--- src/scm_map.svh ---
// offsets, field positions, reset values and timing counts of the self-check
`ifndef SCM_MAP_SVH
`define SCM_MAP_SVH
`define SCM_ADDR_CTRL      4'h0
`define SCM_ADDR_STATUS    4'h1
`define SCM_ADDR_RESULT    4'h2
`define SCM_ADDR_TESTOK    4'h3
`define SCM_CTRL_RESET     8'h00
`define SCM_TESTOK_RESET   8'hFF
`define SCM_CTRL_STEP_BIT  0
`define SCM_FLASH_NS       100000000
`define SCM_CLK_NS         10
`define SCM_FLASH_CYC      (`SCM_FLASH_NS / `SCM_CLK_NS)
`define SCM_STEP_NS        1000
`define SCM_STEP_CYC       (`SCM_STEP_NS / `SCM_CLK_NS)
`define SCM_CODE_PORT_A    4'h9
`define SCM_CODE_PORT_B    4'h6
`define SCM_CODE_RAM       4'hA
`define SCM_CODE_ROM       4'hB
`define SCM_CODE_TIMER     4'hC
`define SCM_CODE_SERIAL    4'hD
`define SCM_CODE_CONV      4'hE
`define SCM_CODE_PLM       4'h1
`define SCM_CODE_INTR      4'h2
`define SCM_CODE_WDOG      4'h3
`endif

--- src/scm_pkg.sv ---
// types of the self-check mode indicator
package scm_pkg;
  typedef enum logic [1:0] {
    SCM_MODE_SINGLE = 2'b00,
    SCM_MODE_CHECK  = 2'b01,
    SCM_MODE_LOADER = 2'b10,
    SCM_MODE_JUMP   = 2'b11
  } scm_mode_e;
  typedef enum logic [3:0] {
    SCM_T_PORT   = 4'b0000,
    SCM_T_RAM    = 4'b0001,
    SCM_T_ROM    = 4'b0010,
    SCM_T_TIMER  = 4'b0011,
    SCM_T_SERIAL = 4'b0100,
    SCM_T_CONV   = 4'b0101,
    SCM_T_PLM    = 4'b0110,
    SCM_T_INTR   = 4'b0111,
    SCM_T_WDOG   = 4'b1000
  } scm_test_e;
  typedef struct packed {
    logic       wr;
    logic       rd;
    logic [3:0] addr;
    logic [7:0] wdata;
  } scm_bus_s;
  typedef struct packed {
    logic irq_high;
    logic capture_one_pin;
    logic mode_line_three;
    logic mode_line_four;
  } scm_strap_s;
endpackage

--- src/scm_top.sv ---
// self-check mode entry, test sequencer and result pin driver
//
// Overview of operation
// RL1 - normal-range interrupt and capture pins select single-chip, mode lines ignored
// RL2 - high-voltage interrupt, capture high, line three low: self-check at reset
// RL3 - same entry, line three high: line four low loader, high jump mode
// RL4 - results appear on port C pins zero to three
// RL5 - all tests run automatically after entry and repeat until one fails; the watchdog verdict counts only once ctrl bit 0 is set
// RL6 - pass flashes the pins; failure holds one fixed value
// RL7 - each failing test holds its own four-bit fault code
// RL8 - pin low lights the indicator, pin high leaves it dark
// RL9 - fixture reads any unlisted held value as general failure
// RL10 - fixture switches five and six are ignored in self-check
// RL11 - port test exercises ports A through D
// RL12 - memory test counts through each RAM byte alone
// RL13 - ROM test xors contents and checks odd parity
// RL14 - timer test checks capture, compare and overflow flags
// RL15 - serial test checks receive, transmit and framing flags
// RL16 - converter test samples low, high and mid reference
// RL17 - pulse modulator, interrupts and watchdog are checked too
`timescale 1ns/100ps
`include "scm_map.svh"
module scm_top #(
  parameter int unsigned FLASH_CYC = `SCM_FLASH_CYC,
  parameter int unsigned STEP_CYC  = `SCM_STEP_CYC
) (
  // clock and reset
  input  wire logic       clk_sys,
  input  wire logic       arst_n,
  // entry straps, asynchronous pins
  input  wire logic       irq_high,
  input  wire logic       capture_one_pin,
  input  wire logic       mode_line_three,
  input  wire logic       mode_line_four,
  // fixture switches, unused while checking
  input  wire logic       fixture_switch_five,
  input  wire logic       fixture_switch_six,
  // per-test pass levels from the tested units, same clock
  input  wire logic [8:0] unit_ok,
  // register port
  input  wire logic [3:0] reg_addr,
  input  wire logic [7:0] reg_wdata,
  input  wire logic       reg_wr,
  input  wire logic       reg_rd,
  output logic      [7:0] reg_rdata,
  // result pins and selected mode
  output logic      [3:0] result_pin,
  output logic      [3:0] result_oe,
  output logic      [1:0] mode_sel
);
  scm_pkg::scm_strap_s strap_s1, strap_s2;
  scm_pkg::scm_mode_e  mode;
  scm_pkg::scm_test_e  test;
  logic [1:0]  rst_seen;
  logic        latched;
  logic [31:0] flash_cnt;
  logic [31:0] step_cnt;
  logic [7:0]  ctrl;
  logic [7:0]  test_mask;
  logic        failed;
  logic [3:0]  fail_code;
  logic [3:0]  flash_pat;
  logic [2:0]  pass_cnt;

  // straps pass two flops before use
  always_ff @(posedge clk_sys or negedge arst_n) begin
    if (!arst_n) begin
      strap_s1 <= '0;
      strap_s2 <= '0;
    end else begin
      strap_s1 <= '{irq_high, capture_one_pin, mode_line_three,
                    mode_line_four};
      strap_s2 <= strap_s1;
    end
  end

  wire hv_entry = strap_s2.irq_high & strap_s2.capture_one_pin;
  // mode lines only matter under the high-voltage entry   see RL1
  wire scm_pkg::scm_mode_e next_mode =
    !hv_entry                  ? scm_pkg::SCM_MODE_SINGLE :   // see RL1
    !strap_s2.mode_line_three  ? scm_pkg::SCM_MODE_CHECK  :   // see RL2
    !strap_s2.mode_line_four   ? scm_pkg::SCM_MODE_LOADER :   // see RL3
                                 scm_pkg::SCM_MODE_JUMP;      // see RL3

  // mode is caught once, after the synchroniser has settled past release
  always_ff @(posedge clk_sys or negedge arst_n) begin
    if (!arst_n) begin
      rst_seen <= 2'h0;
      latched  <= 1'b0;
      mode     <= scm_pkg::SCM_MODE_SINGLE;
    end else begin
      rst_seen <= {rst_seen[0], 1'b1};
      if (rst_seen[1] && !latched) begin
        latched <= 1'b1;
        mode    <= next_mode;
      end
    end
  end

  wire checking = latched && (mode == scm_pkg::SCM_MODE_CHECK);
  // switches five and six never reach the sequencer   see RL10
  wire unused_sw = fixture_switch_five ^ fixture_switch_six;

  // test enable mask: bit n allows test n, ctrl bit 0 allows the watchdog; the unit must report its ok
  wire [8:0] eff_ok = unit_ok | ~{ctrl[`SCM_CTRL_STEP_BIT], test_mask};
  wire       step_end = (step_cnt >= STEP_CYC - 1);
  wire       cur_ok = eff_ok[test];
  wire       last_test = (test == scm_pkg::SCM_T_WDOG);

  logic [3:0] code_of;
  always_comb begin
    code_of = `SCM_CODE_PORT_A;
    unique case (test)
      scm_pkg::SCM_T_PORT:   code_of = `SCM_CODE_PORT_A;  // see RL11
      scm_pkg::SCM_T_RAM:    code_of = `SCM_CODE_RAM;     // see RL12
      scm_pkg::SCM_T_ROM:    code_of = `SCM_CODE_ROM;     // see RL13
      scm_pkg::SCM_T_TIMER:  code_of = `SCM_CODE_TIMER;   // see RL14
      scm_pkg::SCM_T_SERIAL: code_of = `SCM_CODE_SERIAL;  // see RL15
      scm_pkg::SCM_T_CONV:   code_of = `SCM_CODE_CONV;    // see RL16
      scm_pkg::SCM_T_PLM:    code_of = `SCM_CODE_PLM;     // see RL17
      scm_pkg::SCM_T_INTR:   code_of = `SCM_CODE_INTR;    // see RL17
      scm_pkg::SCM_T_WDOG:   code_of = `SCM_CODE_WDOG;    // see RL17
      default:               code_of = `SCM_CODE_PORT_B;
    endcase
  end

  wire scm_pkg::scm_test_e next_test =
    last_test ? scm_pkg::SCM_T_PORT
              : scm_pkg::scm_test_e'(test + 4'h1);

  // sequencer: each test holds STEP_CYC cycles, verdict at its end
  // a failure freezes it, so the code stays put until the next reset
  always_ff @(posedge clk_sys or negedge arst_n) begin
    if (!arst_n) begin
      test      <= scm_pkg::SCM_T_PORT;
      step_cnt  <= '0;
      failed    <= 1'b0;
      fail_code <= 4'hF;
      pass_cnt  <= '0;
    end else if (checking && !failed) begin
      step_cnt <= step_end ? 32'h0 : step_cnt + 32'h1;
      if (step_end) begin
        if (!cur_ok) begin
          failed    <= 1'b1;                                  // see RL6
          fail_code <= code_of;                               // see RL7
        end else begin
          test <= next_test;                                  // see RL5
          if (last_test) begin
            pass_cnt <= pass_cnt + 3'h1;
          end
        end
      end
    end
  end

  // flash timer only runs while the device is passing
  wire flash_end = (flash_cnt >= FLASH_CYC - 1);
  always_ff @(posedge clk_sys or negedge arst_n) begin
    if (!arst_n) begin
      flash_cnt <= '0;
      flash_pat <= 4'hF;
    end else if (checking && !failed) begin
      flash_cnt <= flash_end ? 32'h0 : flash_cnt + 32'h1;
      if (flash_end) begin
        flash_pat <= ~flash_pat;                              // see RL6
      end
    end
  end

  // pins: low lights an indicator, so dark (1) outside self-check
  wire [3:0] next_pins = !checking ? 4'hF :
                         failed    ? fail_code : flash_pat;  // see RL8
  always_ff @(posedge clk_sys or negedge arst_n) begin
    if (!arst_n) begin
      result_pin <= 4'hF;
      result_oe  <= 4'h0;
      mode_sel   <= 2'h0;
    end else begin
      result_pin <= next_pins;                                // see RL4
      result_oe  <= {4{checking}};                            // see RL4
      mode_sel   <= mode;
    end
  end

  // register port, carried as one bundle
  wire scm_pkg::scm_bus_s bus = '{reg_wr, reg_rd, reg_addr, reg_wdata};
  wire wr_ctrl   = bus.wr && (bus.addr == `SCM_ADDR_CTRL);
  wire wr_testok = bus.wr && (bus.addr == `SCM_ADDR_TESTOK);
  logic [7:0] next_rdata;
  always_comb begin
    next_rdata = 8'h00;
    unique case (bus.addr)
      `SCM_ADDR_CTRL:   next_rdata = ctrl;
      // pass count wraps at eight: a sign of life, not a tally
      `SCM_ADDR_STATUS: next_rdata = {pass_cnt, unused_sw & 1'b0, failed,
                                      checking, mode};
      `SCM_ADDR_RESULT: next_rdata = {test, fail_code};
      `SCM_ADDR_TESTOK: next_rdata = test_mask;
      default:          next_rdata = 8'h00;
    endcase
  end

  always_ff @(posedge clk_sys or negedge arst_n) begin
    if (!arst_n) begin
      ctrl      <= `SCM_CTRL_RESET;
      test_mask <= `SCM_TESTOK_RESET;
      reg_rdata <= 8'h00;
    end else begin
      if (wr_ctrl) begin
        ctrl <= bus.wdata;
      end
      if (wr_testok) begin
        test_mask <= bus.wdata;
      end
      reg_rdata <= bus.rd ? next_rdata : 8'h00;
    end
  end
endmodule

--- config.mk ---
export PLATFORM = sky130hd
export DESIGN_NAME = scm_top
export DESIGN_NICKNAME = d
export VERILOG_FILES = /design/src/scm_pkg.sv /design/src/scm_top.sv
export VERILOG_INCLUDE_DIRS = /design/src
export SDC_FILE = /design/constraint.sdc
export NUM_CORES = 1
export LEC_CHECK = 0
export BUFFER_PORTS_ARGS = -buffer_cell sky130_fd_sc_hd__buf_2
export CAP_MARGIN = 10
export CORE_UTILIZATION = 55
export DETAILED_ROUTE_END_ITERATION = 10
export GPL_ROUTABILITY_DRIVEN = 0
export PLACE_DENSITY = 0.77
export SYNTH_ARGS = -nofsm -noshare
export SYNTH_HDL_FRONTEND = slang
export SYNTH_SLANG_ARGS = --single-unit
--- constraint.sdc ---
create_clock -name clk_sys -period 3.5 [get_ports clk_sys]
set_clock_uncertainty 0.05 [all_clocks]
set_input_delay 0.875 -clock clk_sys [delete_from_list [all_inputs] [get_ports clk_sys]]
set_output_delay 0.875 -clock clk_sys [all_outputs]
set_load 0.1 [all_outputs]
Yosys cells after proc, flatten, opt, wreduce, memory -nomap -nowiden
Memories as Yosys holds them, arrays and structs flattened. A register that Yosys moved wholly into a read port is not among the register bits.
Cells that the tools add are included.
{ "word_totals": {"register_bits": 120, "elab_cells": 66, "out_inout_bits": 18, "inputBits": 31, "mem_bits_ro": 64, "n_memories": 1} }
{ "op_classes": {"n_reduce_logical": 13, "muxes": 12, "n_lt_le_gt_ge": 3, "addsub": 4, "n_eq_ne": 5, "bitwise_logic": 5} }
{ "memory_table": {"columns": ["memory", "words", "word_bits", "rd", "rd_clocked_by_memory_dff", "wr", "line_no", "text"], "rows": [
  ["(name not given)", 16, 4, 1, 1, 0, "scm_top.sv:113", "unique case (test)"]
]} }
{ "op_table": {"columns": ["op", "n"], "rows": [
  ["32-bit by 1-bit adder with 32-bit output, second input constant", 2],
  ["32-bit two-way mux", 2],
  ["32-bit by 24-bit >= comparator with 1-bit output, second input constant", 1],
  ["32-bit by 7-bit >= comparator with 1-bit output, second input constant", 1],
  ["8-bit one-hot mux with 4 select lines", 1],
  ["4-bit two-way mux", 3],
  ["9-bit inverter", 1],
  ["9-bit OR", 1],
  ["4-bit by 2-bit equality test with 1-bit output, second input constant", 2],
  ["8-bit two-way mux", 1],
  ["3-bit AND reduction", 2],
  ["1-bit logical AND", 5],
  ["4-bit by 5-bit less-than comparator with 1-bit output, second input constant", 1],
  ["4-bit by 1-bit adder with 4-bit output, second input constant", 1],
  ["1-bit binary-select mux with 4-bit select", 1],
  ["4-bit by 1-bit equality test with 1-bit output, second input constant", 1],
  ["4-bit equality test, second input constant", 1],
  ["4-bit zero test", 1],
  ["2-bit two-way mux", 2],
  ["4-bit inverter", 1],
  ["4-bit AND reduction", 1],
  ["3-bit by 1-bit adder with 3-bit output, second input constant", 1],
  ["1-bit zero test", 3],
  ["2-bit by 1-bit equality test with 1-bit output, second input constant", 1],
  ["4 further kinds", 5]
]} }

Logic depth before layout (Yosys ltp)
Gate-level depths: netlist of run 1.
{ "depth": {"word_depth": 6, "depth_mapped": 7, "ltp_nobuf": 6} }

Worst setup path after synthesis of run 1
No wires, ideal clock.
{ "synth_path": {"kind": "in2reg", "from": "in unit_ok[5]", "to": "reg pass_cnt[1]", "slack_ps": 1149, "arrival_time_ps": 2173, "required_ps": 3322, "setup_time_ps": 128, "stages": 5, "path_buffers": 0, "path_cell_list": "and3b_1 > nor4_1 > nor3_2 > a2111oi_4 > mux2_1"} }
{ "synth_between": {"elab_chain_cells": 4} }
{ "synth_rtl": {"columns": ["item", "line_no", "text"], "rows": [
  ["from (decl)", "scm_top.sv:39", "input wire logic [8:0] unit_ok,"],
  ["9-bit OR", "scm_top.sv:105", "wire [8:0] eff_ok = unit_ok | ~{ctrl[`SCM_CTRL_STEP_BIT], test_mask};"],
  ["1-bit binary-select mux with 4-bit select", "scm_top.sv:107", "wire cur_ok = eff_ok[test];"],
  ["1-bit two-way mux (implied by the code)", "scm_top.sv:107", null],
  ["4-bit AND reduction (no line)", null, null],
  ["to (signal assigned)", "scm_top.sv:149", "pass_cnt <= pass_cnt + 3'h1;"],
  ["to (decl)", "scm_top.sv:63", "logic [2:0] pass_cnt;"]
]} }
No other way between the ends. The select of a mux whose other input is x is not followed.
A chain may end at the register's enable or synchronous reset.

Worst setup path in the final report of run 1
{ "layout_path": {"from": "reg failed", "to": "reg step_cnt[31]"} }
{ "layout_between": {"elab_chain_cells": 2} }
{ "layout_rtl": {"columns": ["item", "line_no", "text"], "rows": [
  ["from (decl)", "scm_top.sv:60", "logic failed;"],
  ["from (signal assigned)", "scm_top.sv:137", "failed <= 1'b0;"],
  ["from (signal assigned)", "scm_top.sv:144", "failed <= 1'b1;"],
  ["1-bit zero test", "scm_top.sv:140", "end else if (checking && !failed) begin"],
  ["1-bit logical AND", "scm_top.sv:140", null],
  ["to (signal assigned)", "scm_top.sv:141", "step_cnt <= step_end ? 32'h0 : step_cnt + 32'h1;"],
  ["to (decl)", "scm_top.sv:57", "logic [31:0] step_cnt;"]
]} }
No other way between the ends.

==> results of run 1 <==
[area by class of cell]
type	instances	area [um2]
clock buffers	29	489
flip-flops and latches	124	3130
well taps	136	170
clock inverters	2	10.0
inverters	10	37.5
multi-input cells	391	2650
repair buffers	52	290
fillers	815	3640
[power by group through the flow]
stage               combinational (uW)  sequential [uW]  clock (uW)
floorplan                          240             1700           0
global placement                   371             1660           0
detailed placement                 384             1670           0
CTS                                387             1650        1510
global route                       426             1660        1590
finish                             385             1650        1480
[kinds of logic (layout without fill, tap and decap cells)]
| logic type | Yosys count | in the layout |
|---|---|---|
| simple gates | 221 | 221 |
| flops | 124 | 124 |
| compound gates | 101 | 101 |
| buf+inv | 36 | 93 |
| mux | 35 | 35 |
| xor+xnor | 28 | 28 |
| fa+ha+maj | 5 | 5 |
| other cells | 1 | 1 |
[stage by stage]
step | hold WS [ns] | cells | power (uW) | utilization [%] | worst slack, ns
after floorplan | 0.281 | 551 | 1940 | - | 1.15
after global placement | 0.284 | 713 | 2030 | 60.3 | 0.975
after detailed placement | 0.285 | 713 | 2050 | 60.3 | 0.906
after CTS | 0.260 | 744 | 3550 | 65.1 | 0.993
after global routing | 0.274 | 744 | 3670 | 65.1 | 0.749
final | 0.270 | 744 | 3510 | 65.1 | 0.964
[state kept, by name, summed over array words and instances (netlist names)]
| signal | count |
|---|---|
| ctrl | 8 |
| fail_code | 4 |
| failed | 1 |
| flash_cnt | 32 |
| flash_pat | 4 |
| latched | 1 |
| mode | 2 |
| mode_sel | 2 |
| pass_cnt | 3 |
| reg_rdata | 8 |
| result_oe | 1 |
| result_pin | 4 |
| rst_seen | 2 |
| step_cnt | 32 |
| strap_s1 | 4 |
| strap_s2 | 4 |
| test | 4 |
| test_mask | 8 |
[cell usage after synthesis (2+ instances only)]
cell type,instances
a22oi_1,3
dfrtp_1,104
nand2_1,46
or2_2,3
nor4_1,19
mux2_2,20
inv_1,10
a41oi_1,5
ha_1,5
mux4_2,7
buf_6,3
a21oi_1,41
nor2b_1,5
and2_1,5
and3_2,2
buf_4,3
nand4_1,9
and3_1,21
nand3b_1,3
o21ai_0,14
dfstp_2,20
or4_1,4
nor2_1,44
nor3_1,7
xor2_1,9
nor3b_1,2
nor4b_1,2
a31oi_1,12
nand3_1,15
o211ai_1,7
o221ai_1,4
and4_1,7
mux2i_1,7
nand2b_1,7
a211o_1,2
xnor2_1,19
or3_1,7
buf_1,2
clkbuf_1,13
and3b_1,2
buf_2,5
[worst max path at each step]
| stage | slack [ns] | endpoint | from | cells after the start |
|---|---|---|---|---|
| after floorplan | 1.15 | pass_cnt[1] | unit_ok[5] | 5 |
| after global placement | 0.97 | pass_cnt[1] | unit_ok[5] | 6 |
| after detailed placement | 0.91 | pass_cnt[1] | unit_ok[5] | 6 |
| after CTS | 0.99 | step_cnt[31] | failed | 5 |
| after global routing | 0.75 | flash_cnt[29] | flash_cnt[16] | 6 |
| final | 0.96 | step_cnt[31] | failed | 5 |
[layer usage]
layer / part of all wire [%] / vias to the layer above
met2: 48 / 140
met4: 2.3 / 0
met3: 4.9 / 23
met5: 0 / -
li1: - / 2111
met1: 45 / 2230
==> run metrics, run 1 <==
worst-margin pin slew 0.894 ns; clk_lat worst skew 0.52 ns; WL/cell 16.4 um; Post-CTS Resized 0; Critical Path Fanout Max 26; Peak Freq 394 MHz; top cell type's share of synthesized area 43.7%; largest family of logic cells by synthesized area simple AND/OR/NAND/NOR gates; CTS tree built; Die ar. 11200 um2; Chip Width 106 um; Mapped Cells 551; Post-synth EDFFs 0; Max Slew Vio Count 0; RR Startpoint failed; Post-Syn Nets 587; Clock Tree Root clkbuf_8; largest net degree at the start of global routing 55; cell row count 37; Total Wirelength 12.2 mm; vias per cell 6.05; Yosys cell types 67; Total Nets Final 632; post-route cell area 6780 um2; top post-synthesis cells by area dfrtp_1 44%, dfstp_2 8.8%, mux2_2 3.8%, a21oi_1 3.4%, nand2_1 2.9%; hold crit path type primary input to async pin; sequential fraction of the synthesis area 52.5%; async set-or-reset flop fraction in the synthesized netlist 100%; synthesized area per cell 10.8 um2; Slowest cell on crit path nor4_2; clock sinks 124; Initial Util 57.2%; prevailing post-synth register cell dfrtp_1; post-synth top area cell dfrtp_1; M1 GR Usage 32.5%; Final ANT Viol Nets 0; first-pass GRT wire length 21.2 mm; IO Port Bufs 46; Mapped Area 5960 um2; reg2reg setup slack 0.96 ns; slowest stage delay, CP 0.81 ns; Register-to-Register Path Depth 5; PwrDens 519 nW/um2; Core Area 10400 um2; Final Cycle Share 72.5%; most common cell after layout, fill and taps aside dfrtp_1; worst path arrival time 2.94 ns; clk slew on worst S/H paths 0.05 ns; first-iteration detailed-routing DRC count 323; combinational share of power 10.9%; # IOs 49; critical path class register to register; GRT overflow 0; Synth Area in XOR/XNOR 4.12%; Final setup viols 0; internal power component 2620 uW; Adder-Cell Fraction of Synth Area 1.05%; Layout area overhead 13.8%; CP cell instances and4bb_4 > nand3_1 > nor4_2 > a41oi_1 > nor2_1; RSZ-0062 raised after global routing false; final hold viol count 0; kind of cell adding the most delay to the critical path simple AND/OR/NAND/NOR gates; share of cells above drive strength 1 22.7%; Worst R2R End step_cnt[31]; Max Buffers Root-to-Sink 2; outcome complete, no violations; portion of netlist area occupied by mux cells 7.79%; DP HPWL 8.05 mm; DP Area 6280 um2; Pre-antenna DRT Iters 4; TritonCTS buffer count 17; vias in the first global route 4446; worst vdd ir 428 uV; Final Critical Period 2.54 ns; Slew headroom 39.9%; CTS Hold Bufs 0; Die H 106 um; vias 4504; WP data required 3.90 ns; simple logic cell fraction of the synthesized area 20.5%; met3 Usage GRT 7.48%; critical path capture point type register; Buf/Inv on CP 0; register bit total from synthesis 124; most frequent cells in the layout 104 x dfrtp_1, 46 x nand2_1, 45 x buf_2, 44 x nor2_1, 41 x a21oi_1; Leak 0.00303 uW; Tot GR Track Use 24.5%; Setup Fix Bufs, Post-CTS 0; Compound-Gate Fraction of Synth Area 11.0%; total negative slack for setup checks 0 ns; Inserted Diodes 0; Clk pwr share 42.2%; DRC 0; max capacitance violation total 0; H-tree depth 4; met2 usage 37.8%; CP startpoint kind register; Sw Pwr 891 uW; Reg power frac 46.9%; Sw Ratio 25.4%; busiest grt layer met2; Synth warnings 0; initial antenna violation count 0
(Power assumes the default switching activity.)
==> run 2, diff against run 1 <==
- ABC_AREA: default -> 1
- CORE_UTILIZATION: 55 -> 54
- PLACE_DENSITY: 0.77 -> 0.79
- clock period: 3.5 -> 2.1 ns (I/O delays scaled with it)
==> run metrics, run 2 <==
CP startpoint kind register; Core Area 9950 um2 (-4.4%); prevailing post-synth register cell dfrtp_1; RSZ-0062 raised after global routing false; final non-filler cell total 879 (+18%); Total Wirelength 11.9 mm (-2.8%); Critical Path Fanout Max 1 (-96%); DRC 0 (unchanged); hold crit path type primary input to register; vias in the first global route 4464 (+0.40%); vias 4617 (+2.5%); kind of cell adding the most delay to the critical path flip-flops; top post-synthesis cells by area dfrtp_1 46%, nand2_1 10%, dfstp_2 9.3%, nor2_1 7.5%, inv_1 6.7%; Mapped Area 5640 um2 (-5.3%); Final setup viols 0 (unchanged); worst vdd ir 629 uV (+47%); outcome complete, no violations; Synth warnings 0 (unchanged); WL/cell 13.5 um (-18%); # IOs 49 (unchanged); CTS tree built; share of cells above drive strength 1 16.2% (-6.5 points); Util after Layout 67.3% (+2.2 points); Inserted Diodes 0 (unchanged); Max Slew Vio Count 0 (unchanged); Max Buffers Root-to-Sink 2 (unchanged); top-count cell post-synth nand2_1; vias per cell 5.25 (-13%); cell row count 36 (-2.7%); Buf/Inv on CP 1 (+1); post-synth top area cell dfrtp_1; GRT overflow 0 (unchanged); WP data required 1.52 ns (-2.38 ns); final hold viol count 0 (unchanged); H-tree depth 4 (unchanged); Post-synth EDFFs 0 (unchanged); Peak Freq 488 MHz; Chip Width 104 um (-1.7%); initial antenna violation count 0 (unchanged); sequential fraction of the synthesis area 55.4% (+2.9 points); synthesized area per cell 8.43 um2 (-22%); Layout area overhead 18.7%; Post-synth top cells 150 x nand2_1, 112 x nor2_1, 104 x dfrtp_1; first-iteration detailed-routing DRC count 307 (-5.0%); Post-Syn Nets 705 (+20%); max capacitance violation total 0 (unchanged); Largest regs flash_cnt (32), step_cnt (32); Mapped Cells 669 (+21%); register bit total from synthesis 124 (unchanged); async set-or-reset flop fraction in the synthesized netlist 100% (unchanged); top cell type's share of synthesized area 46.1% (+2.4 points); Tot GR Track Use 24.1% (-0.41 points); most common cell after layout, fill and taps aside nand2_1; Die H 104 um (-1.7%); Slowest cell on crit path dfstp_2; Final ANT Viol Nets 0 (unchanged); TritonCTS buffer count 17 (unchanged); Leak 0.00336 uW (+11%); Cells after DPL 843 (+18%); critical path class register to primary output; Initial Util 56.7% (-0.50 points); clk_lat worst skew 0.52 ns (about the same); DP HPWL 8.15 mm (+1.2%); clock sinks 124 (unchanged); CP cell instances buf_2; Total Nets Final 769 (+22%); slowest stage delay, CP 0.54 ns (-0.27 ns); first-pass GRT wire length 20.6 mm (-2.8%); IO Port Bufs 46 (unchanged); largest net degree at the start of global routing 40 (-27%); Pre-antenna DRT Iters 5 (+1); clk slew on worst S/H paths 0.06 ns (about the same); Clock Tree Root clkbuf_8; critical path capture point type primary output; Final Cycle Share 97.7%; PwrDens 878 nW/um2 (+69%); Final Critical Period 2.05 ns; worst path arrival time 1.48 ns (-1.46 ns); Die ar. 10900 um2 (-3.4%); total negative slack for setup checks 0 ns (unchanged); Yosys cell types 35 (-48%); most frequent cells in the layout 150 x nand2_1, 112 x nor2_1, 104 x dfrtp_1, 101 x inv_1, 45 x buf_2
run 2: cell type report:
cell class	count	area (um2)
sequential	124	3130
tap	133	166
fill	790	3260
clock buffer	17	414
timing repair buffer	59	370
inverter	104	393
clock inverter	15	188
multi-input combinational	427	2040
run 2: kinds of logic after synthesis:
| logic type | after synthesis | share of synthesized area, % |
|---|---|---|
| buf+inv | 118 | 8.43 |
| simple gates | 343 | 25.9 |
| other cells | 1 | 0.0665 |
| xor+xnor | 18 | 2.79 |
| flops | 124 | 55.4 |
| compound gates | 60 | 6.21 |
| fa+ha+maj | 5 | 1.11 |
run 2: power breakdown:
part / total (uW) / switching (uW) / internal (uW)
Clock: 2940 / 1110 / 1830
Combinational: 357 / 268 / 89.0
Sequential: 2580 / 74.5 / 2510
Total: 5880 / 1450 / 4430
run 2: path summary, 6_finish.rpt:
kind | slack, ns | endpoint | startpoint | cells after the start
max in group asynchronous | 0.91 | test[2] | arst_n | 3
setup reg to reg | 0.22 | fail_code[1] | step_cnt[0] | 12
min in group asynchronous | 0.45 | step_cnt[19] | arst_n | 2
setup / recovery | 0.05 | result_pin[3] | result_pin[3] | 1
hold / removal | 0.06 | strap_s1[3] | irq_high | 1
hold reg to reg | 0.30 | strap_s2[1] | strap_s1[1] | 0
run 2: what timing repair did:
item / 4_1_cts / 5_1_grt
hold buffers: 1 / 0
setup endpoints to repair: 0 / 4
endpoints found under the hold margin: 27 / 0
resized for setup: 0 / 0
buffers inserted: 0 / 3
run 2: routing by layer:
metal / share of wire (%) / vias up / wire length [um] / global-route usage (%)
met1: 41 / 2187 / 4840 / 29.9
li1: - / 2235 / - / -
met4: 2.3 / 0 / 267 / 11.3
met3: 5.8 / 25 / 692 / 5.58
met5: 0 / - / 0 / 0
met2: 51 / 170 / 6050 / 40.0
run 2: stage by stage:
stage | hold slack, ns | power (uW) | worst slack (ns) | instance area, um2
after floorplan | 0.179 | 2820 | 0.168 | 5640
after global placement | 0.282 | 2960 | 0.279 | 6060
after detailed placement | 0.285 | 2980 | 0.230 | 6060
after CTS | 0.0372 | 5920 | 0.0182 | 6680
after global routing | 0.0357 | 6090 | 0.0144 | 6700
final | 0.0609 | 5880 | 0.0493 | 6700
